## src/inc/srw_pkg.sv

```systemverilog
// Package of constants for the supervisor reset watchdog
package srw_pkg;

  // ****************************************************************
  // Clock
  // ****************************************************************
  localparam int unsigned CLK_HZ = 40000000;

  // ****************************************************************
  // Reset hold time choices, in microseconds
  // ****************************************************************
  localparam int unsigned HOLD_D1_US = 1400;
  localparam int unsigned HOLD_D2_US = 28000;
  localparam int unsigned HOLD_D3_US = 200000;
  localparam int unsigned HOLD_D4_US = 600000;

  // ****************************************************************
  // Watchdog period choices, in microseconds
  // ****************************************************************
  localparam int unsigned WDOG_W1_US = 6200;
  localparam int unsigned WDOG_W2_US = 102000;
  localparam int unsigned WDOG_W3_US = 1600000;
  localparam int unsigned WDOG_W4_US = 25600000;

  // ****************************************************************
  // Build-time selection codes
  // ****************************************************************
  localparam logic [1:0] SEL_1 = 2'h0;
  localparam logic [1:0] SEL_2 = 2'h1;
  localparam logic [1:0] SEL_3 = 2'h2;
  localparam logic [1:0] SEL_4 = 2'h3;

  // Cycles per microsecond at the clock rate
  localparam longint unsigned CYC_PER_US = CLK_HZ / 1000000;

  // Reset hold counter width fits the longest choice
  localparam int unsigned CNT_W = 40;

  localparam logic [CNT_W-1:0] CNT_ZERO = 40'h0;
  localparam logic [CNT_W-1:0] CNT_ONE  = 40'h1;

  typedef enum logic [1:0] {SRW_RUN, SRW_HOLD} srw_state_t;

endpackage

```

## src/design/srw_sync.sv

```systemverilog
// Two-flop synchroniser for a group of pin inputs
`timescale 1ns/1ps
module srw_sync #(
  parameter int unsigned W = 1
) (
  input  wire logic         clk_i,
  input  wire logic         rst_i,
  input  wire logic [W-1:0] rst_val_i,
  input  wire logic [W-1:0] d_i,
  output logic      [W-1:0] q_o
);

  logic [W-1:0] meta_r;

  // ****************************************************************
  // Synchroniser chain
  // ****************************************************************
  // First stage is read only by the second stage
  always_ff @(posedge clk_i) begin
    if (rst_i) begin
      meta_r <= rst_val_i;
      q_o    <= rst_val_i;
    end else begin
      meta_r <= d_i;
      q_o    <= meta_r;
    end
  end

endmodule

```

## src/design/srw_top.sv

```systemverilog
// Supervisor: reset merge and stretch, watchdog, power flags
`timescale 1ns/1ps
module srw_top
  import srw_pkg::*;
#(
  parameter logic [1:0]  HOLD_SEL   = SEL_3,
  parameter logic [1:0]  WDOG_SEL   = SEL_3,
  parameter bit          ACT_HIGH   = 1'b0,
  parameter longint unsigned HOLD_CYC_OVR = 0,
  parameter longint unsigned WDOG_CYC_OVR = 0
) (
  input  wire logic clk_i,
  input  wire logic rst_i,
  input  wire logic manual_reset_n_i,
  input  wire logic supply_low_i,
  input  wire logic below_early_warning_level_i,
  input  wire logic power_fail_sense_in_i,
  input  wire logic watchdog_activity_in_i,
  output logic      reset_n_o,
  output logic      reset_o,
  output logic      power_fail_flag_n_o,
  output logic      supply_low_warning_n_o
);

  // ****************************************************************
  // Period selection
  // ****************************************************************
  function automatic longint unsigned pick_us(
    input logic [1:0]  sel,
    input int unsigned a,
    input int unsigned b,
    input int unsigned c,
    input int unsigned d
  );
    case (sel)
      SEL_1:   pick_us = a;
      SEL_2:   pick_us = b;
      SEL_3:   pick_us = c;
      default: pick_us = d;
    endcase
  endfunction

  localparam longint unsigned HOLD_CYC = (HOLD_CYC_OVR != 0) ?
    HOLD_CYC_OVR : CYC_PER_US * pick_us(HOLD_SEL, HOLD_D1_US,
    HOLD_D2_US, HOLD_D3_US, HOLD_D4_US);
  localparam longint unsigned WDOG_CYC = (WDOG_CYC_OVR != 0) ?
    WDOG_CYC_OVR : CYC_PER_US * pick_us(WDOG_SEL, WDOG_W1_US,
    WDOG_W2_US, WDOG_W3_US, WDOG_W4_US);
  localparam logic [CNT_W-1:0] HOLD_LAST = CNT_W'(HOLD_CYC - 1);
  localparam logic [CNT_W-1:0] WDOG_LAST = CNT_W'(WDOG_CYC - 1);

  // ****************************************************************
  // Input synchronisation
  // ****************************************************************
  logic [4:0] pins_s;
  logic       mr_n_s;
  logic       slow_s;
  logic       early_s;
  logic       pf_s;
  logic       act_s;

  srw_sync #(.W(5)) u_sync (
    .clk_i     (clk_i),
    .rst_i     (rst_i),
    .rst_val_i (5'h01),
    .d_i       ({watchdog_activity_in_i, power_fail_sense_in_i,
                 below_early_warning_level_i, supply_low_i,
                 manual_reset_n_i}),
    .q_o       (pins_s)
  );
  assign {act_s, pf_s, early_s, slow_s, mr_n_s} = pins_s;

  // ****************************************************************
  // Watchdog
  // ****************************************************************
  logic             act_d_r;
  logic             act_edge;
  logic [CNT_W-1:0] wd_cnt_r;
  logic             wd_trip;
  srw_state_t       state_r;
  logic [CNT_W-1:0] hold_cnt_r;
  logic             cause;
  logic             hold_done;

  assign act_edge = act_s ^ act_d_r;
  assign wd_trip  = (state_r == SRW_RUN) && (wd_cnt_r == WDOG_LAST) &&
                    !act_edge;

  always_ff @(posedge clk_i) begin
    if (rst_i) begin
      act_d_r <= 1'b0;
    end else begin
      act_d_r <= act_s;
    end
  end

  // Restart on edge or pulse end
  always_ff @(posedge clk_i) begin
    if (rst_i) begin
      wd_cnt_r <= CNT_ZERO;
    end else if (state_r != SRW_RUN || act_edge || wd_trip) begin
      wd_cnt_r <= CNT_ZERO;
    end else begin
      wd_cnt_r <= wd_cnt_r + CNT_ONE;
    end
  end

  // ****************************************************************
  // Reset stretch
  // ****************************************************************
  // Live causes hold reset
  assign cause     = !mr_n_s || slow_s;
  assign hold_done = (hold_cnt_r == HOLD_LAST);

  // Block wakes up in reset so the processor starts clean
  always_ff @(posedge clk_i) begin
    if (rst_i) begin
      state_r    <= SRW_HOLD;
      hold_cnt_r <= CNT_ZERO;
    end else begin
      case (state_r)
        SRW_RUN: begin
          hold_cnt_r <= CNT_ZERO;
          if (cause || wd_trip) begin
            state_r <= SRW_HOLD;
          end
        end
        SRW_HOLD: begin
          // Count restarts while a cause is live
          if (cause) begin
            hold_cnt_r <= CNT_ZERO;
          end else if (hold_done) begin
            state_r <= SRW_RUN;
          end else begin
            hold_cnt_r <= hold_cnt_r + CNT_ONE;
          end
        end
        default: begin
          state_r    <= SRW_HOLD;
          hold_cnt_r <= CNT_ZERO;
        end
      endcase
    end
  end

  // ****************************************************************
  // Outputs
  // ****************************************************************
  logic rst_nxt;
  assign rst_nxt = (state_r == SRW_HOLD && !(hold_done && !cause)) ||
                   (state_r == SRW_RUN && (cause || wd_trip));

  always_ff @(posedge clk_i) begin
    if (rst_i) begin
      reset_n_o <= 1'b0;
      reset_o   <= 1'b1;
    end else begin
      reset_n_o <= !rst_nxt;
      reset_o   <= ACT_HIGH ? rst_nxt : 1'b0;
    end
  end

  always_ff @(posedge clk_i) begin
    if (rst_i) begin
      power_fail_flag_n_o    <= 1'b1;
      supply_low_warning_n_o <= 1'b1;
    end else begin
      power_fail_flag_n_o    <= !pf_s;
      supply_low_warning_n_o <= !(early_s || slow_s);
    end
  end

  // ****************************************************************
  // Checks
  // ****************************************************************
  // Assertion helper: cycles the current reset pulse has lasted
  logic [CNT_W-1:0] low_cnt_r;

  always_ff @(posedge clk_i) begin
    if (rst_i || reset_n_o) begin
      low_cnt_r <= CNT_ZERO;
    end else begin
      low_cnt_r <= low_cnt_r + CNT_ONE;
    end
  end
endmodule

```

## config.mk

```make
export PLATFORM = sky130hd
export DESIGN_NAME = srw_top
export DESIGN_NICKNAME = d
export VERILOG_FILES = /design/src/inc/srw_pkg.sv /design/src/design/srw_sync.sv /design/src/design/srw_top.sv
export SDC_FILE = /design/constraint.sdc
export NUM_CORES = 1
export LEC_CHECK = 0
export ABC_AREA = 1
export CORE_UTILIZATION = 55
export CTS_BUF_LIST = sky130_fd_sc_hd__clkbuf_8
export DETAILED_ROUTE_END_ITERATION = 10
export DONT_BUFFER_PORTS = 1
export PLACE_DENSITY_LB_ADDON = 0.12
export SETUP_SLACK_MARGIN = 0.3
export SLEW_MARGIN = 5
export SYNTH_ARGS = -nofsm -noshare
export SYNTH_HDL_FRONTEND = slang
export SYNTH_SLANG_ARGS = --single-unit
export TNS_END_PERCENT = 100
```

## constraint.sdc

```tcl
create_clock -name clk_i -period 2 [get_ports clk_i]
set_input_delay 0.2 -clock clk_i [delete_from_list [all_inputs] [get_ports clk_i]]
set_output_delay 0.2 -clock clk_i [all_outputs]
set_load 0.01 [all_outputs]
```

; ---- After elaboration in Yosys (flattened, before gate mapping)
; Cells that the tools add are included.
[word_totals]
regBits = 97
inputBits = 7
out_inout_bits = 4
[classes]
addsub = 2
eq_ne = 6
mux = 5
n_bitwise = 2
reduce_logical = 23
[ops]
columns = cell, n
row1 = 40-bit by 1-bit adder with 40-bit output (second input constant), 2
row2 = 40-bit by 23-bit == test with 1-bit output (second input constant), 1
row3 = 40-bit by 26-bit == test with 1-bit output (second input constant), 1
row4 = 1-bit zero test, 7
row5 = 1-bit logical OR, 6
row6 = 2-bit two-way mux, 3
row7 = 1-bit logical AND, 5
row8 = 2-bit != test (second input constant), 2
row9 = 2-bit one-hot mux with 2 select lines, 1
row10 = 3-bit AND reduction, 1
row11 = 3-bit OR reduction, 1
row12 = 2-bit by 1-bit == test with 1-bit output (second input constant), 1
row13 = 2-bit zero test, 1
row14 = 2-bit by 1-bit != test with 1-bit output (second input constant), 1
row15 = 2-bit nonzero test, 1
row16 = 2-bit OR reduction, 1
row17 = 1-bit two-way mux, 1
row18 = 1-bit inverter, 1
row19 = 1-bit bitwise XOR, 1

; ---- Depth between registers and ports, before layout
[logic_depth]
depth_word = 8
depth_mapped = 10

; ---- Hierarchy
; Synthesis repeated with hierarchy kept, for this count alone.
[hier_totals]
cells_unflattened = 810
hier_area_um2 = 5208.7
[modules_own_cells]
columns = mod, n_inst, cells_each, area_each_um2, seq_area_each_um2
row1 = srw_top, 1, 774, 4911.0, 1721.7
row2 = srw_sync, 1, 36, 297.8, 200.2

; ---- Least setup slack after synthesis
; No wires, ideal clock.
[synth_path]
path_kind = reg-to-reg
from = register wd_cnt_r[0]
to = register wd_cnt_r[0]
arrival_ns = 1.468
t_required_ns = 1.879
slack_ns = 0.410
stages_incl_launch_ff = 10
path_buffers = 1
cell_sequence = dfxtp_1 -> ha_1 -> nand3_4 -> clkinv_2 -> nand2_4 -> nor2_4 -> nand3_2 -> nand2_4 -> buf_6 -> nor2_1
[synth_via]
elab_chain_len = 5
elab_cells_between_ends = 6
classes_between = 1 x add/sub / 1 x eq/ne / 4 x reduce/logical
[synth_rtl]
columns = item, line
row1 = from (decl), srw_top.sv:78  ; logic [CNT_W-1:0] wd_cnt_r;
row2 = from (signal assigned), srw_top.sv:104  ; wd_cnt_r <= wd_cnt_r + CNT_ONE;
row3 = branches (longest 5 deep; another with 40-bit by 1-bit adder with 40-bit output), --
; Parallel ways; which one is timed is not known.
; A chain may end at the register's enable or synchronous reset.

; ---- Final worst setup path
[layout_path]
from = register wd_cnt_r[1]
to = register wd_cnt_r[39]
; Same word-level chain as after synthesis.

==> metrics.txt <==
Initial Utilization=58.0%; final setup fails=0; unrepaired setup endpoints after global routing=false; Worst Path Buf+Inv=2; Data arrival, critical path=1960 ps; # IOs=11; Finished Layout Cells=1002; Area Growth Syn to Fin=10.4%; ANT cells=0; Hold Path Class=input port to register; GRT Util Overall=roughly 28%; Hold Slack=between 70 and 80 ps; top cells by area, synth=dfxtp_1 35%, nand2_1 16%, nor2_1 15%; Critical Path Max Stage Delay=roughly 400 ps; CP Cell Sequence=ha_2 -> nand3_4 -> clkinv_2 -> nand2_4 -> nor2_4 -> nand3_4 -> buf_12 -> nand2_4 -> nor2_1; Peak VDD IR=slightly below 0.5 mV; maximum clock rate=600 MHz; register area share after synthesis=35.2%; top_reg_cell synth=dfxtp_1; Root Driver=clkbuf_8; worst slew pin tran=563 ps; total number of vias=~5400; register bit total from synthesis=96; slowest CP cell=dfxtp_1; kind of critical path=register to register; Buffers on Ports=0; synthesized area per cell=between 6 and 7 µm²; most common cell in the netlist=nand2_1; Antenna Violating Nets Remaining=0; status=completed; fraction of registers with async set/reset=0%; CTS tree=done; Tcrit/Tclk final=a little over four fifths; CP top delay family=simple AND/OR/NAND/NOR gates; Worst Clk Skew=about 11 ps; Pwr Density=~550 nW/µm²; Routed wire per std cell=~14 µm; Slew HR=between 60% and 70%; Total Wirelength=14100 µm; Inst Count DP=between 900 and 1000; setup TNS=0 ps; final RePlAce weighted congestion=approximately 0.94; CORE AREA=9420 µm²; DRT Pass-1 Iters=6; maxcap violations=0; latest clock arrival within the worst-skew pair=400 ps; Synth top area share=a little over a third; H-tree depth=3; total global routing overflow=0; drt via density=approximately 5.4; die height=between 100 and 150 µm; vias in the first global route=around 4500; Synth cell types=35; number of synthesized flops with an enable pin=0; Post-Syn Nets=857; startpoint types=register; clock buffer count from CTS=9; die area=10300 µm²; global-route wire length before repair=22100 µm; Synth Warn #=0; top cells by count, synth=228 x nand2_1, 211 x nor2_1, 96 x dfxtp_1; worst-path maximum fanout=5; CP Data Required Time=~2300 ps; Die W=roughly 100 µm; Mapped Cells=848; share of layout cells above drive strength 1=around a tenth; Syn Std Cell Area=approximately 5500 µm²; max-slew violations=0; NumNets Final=a little under 900; drc violations=0; CTS sink cnt=96; starting DRC count in detailed routing=508; row count=35; clock slew at reported path FFs=about 100 ps; Pleak=a little over 2 nW; worst-case clock buffer depth=2; number of hold violations in the final report=0; Final Critical Period=between 1500 and 2000 ps; Synth area leader=dfxtp_1; hpwl dp=between 10000 and 15000 µm; Crit. End Element=register; pin count of the biggest net entering global routing=around 40; antenna violations before repair=0
area by class of cell:
type                            instances  area [µm²]
Fill cell                             843        3390
Multi-Input combinational cell        653        3260
Sequential cell                        96        1930
Inverter                               94         357
Tap cell                              129         161
Timing Repair Buffer                   14         133
Clock buffer                            9         124
Clock inverter                          7        73.8
layer usage:
layer | global-route usage [%] | vias to the layer above | share of wire, %
met5 | 0 | - | 0
met4 | 9.03 | 0 | 1.7
met3 | 6.49 | 28 | 9.5
met2 | 39.9 | 233 | 41
met1 | 41.4 | 2433 | 48
li1 | - | 2685 | -
stage by stage:
stage	total power, mW	utilization (%)	cell area, µm²	setup slack [ps]
floorplan	2.02	-	5460	410
global placement	2.04	59.3	5580	316
detailed placement	2.04	59.3	5580	201
global route	3.42	64.0	6030	283
finish	3.31	64.0	6030	334
CTS	3.33	62.1	5850	290
worst reg2reg max path, stage by stage (launching register included):
cell	delay, ps
dfxtp_1	400
ha_2	230
nand3_4	110
clkinv_2	100
nand2_4	80
nor2_4	180
nand3_4	120
buf_12	170
nand2_4	120
nor2_1	60
flip-flops by register name, summed over array words and instances (netlist names):
name and flops:
hold_cnt_r 40, wd_cnt_r 40, u_sync.meta_r 5, u_sync.q_o 5, act_d_r 1, power_fail_flag_n_o 1, reset_n_o 1, reset_o 1
state_r 1, supply_low_warning_n_o 1
worst paths after layout:
check,startpoint,endpoint,slack [ps],cells after the start
setup / recovery,wd_cnt_r[1],wd_cnt_r[39],330,9
hold / removal,rst_i,wd_cnt_r[34],80,3
setup reg to reg,wd_cnt_r[1],wd_cnt_r[39],330,9
hold reg to reg,u_sync.q_o[3],power_fail_flag_n_o,390,1
timing repair:
item / in CTS / in global routing
hold endpoints to repair: 14 / 0
cloned: 0 / 5
buffers inserted: 0 / 4
pin swaps: 0 / 5
setup endpoints to repair: 42 / 65
hold buffers: 6 / 0
resized for setup: 2 / 21
power breakdown:
group | switching (mW) | total, mW | internal (mW)
sequential | 0.0126 | 1.94 | 1.93
clock | 0.807 | 1.30 | 0.493
combinational | 0.0438 | 0.0697 | 0.0259
cells by family (layout without fill, tap and decap cells):
group | count (synthesis) | in the layout | synth area share (%)
and+or+nand+nor | 570 | 575 | 47.1
xor gates and xnor gates | 35 | 35 | 5.61
DFF | 96 | 96 | 35.2
buffers and inverters | 104 | 124 | 7.81
AOI/OAI and AO/OA | 41 | 41 | 3.80
adders and majority gates | 2 | 2 | 0.458
cells in the final DEF, fill, tap and decap left out, drive strengths merged, types with 8 or more instances in the layout:
master / count
nand4: 20
nand3: 51
o21ai: 8
a21oi: 32
xnor2: 11
buf: 8
clkbuf: 9
nand2: 244
nand3b: 8
inv: 97
dfxtp: 96
xor2: 24
nor2: 231
nor3: 13
(Power assumes the default switching activity.)
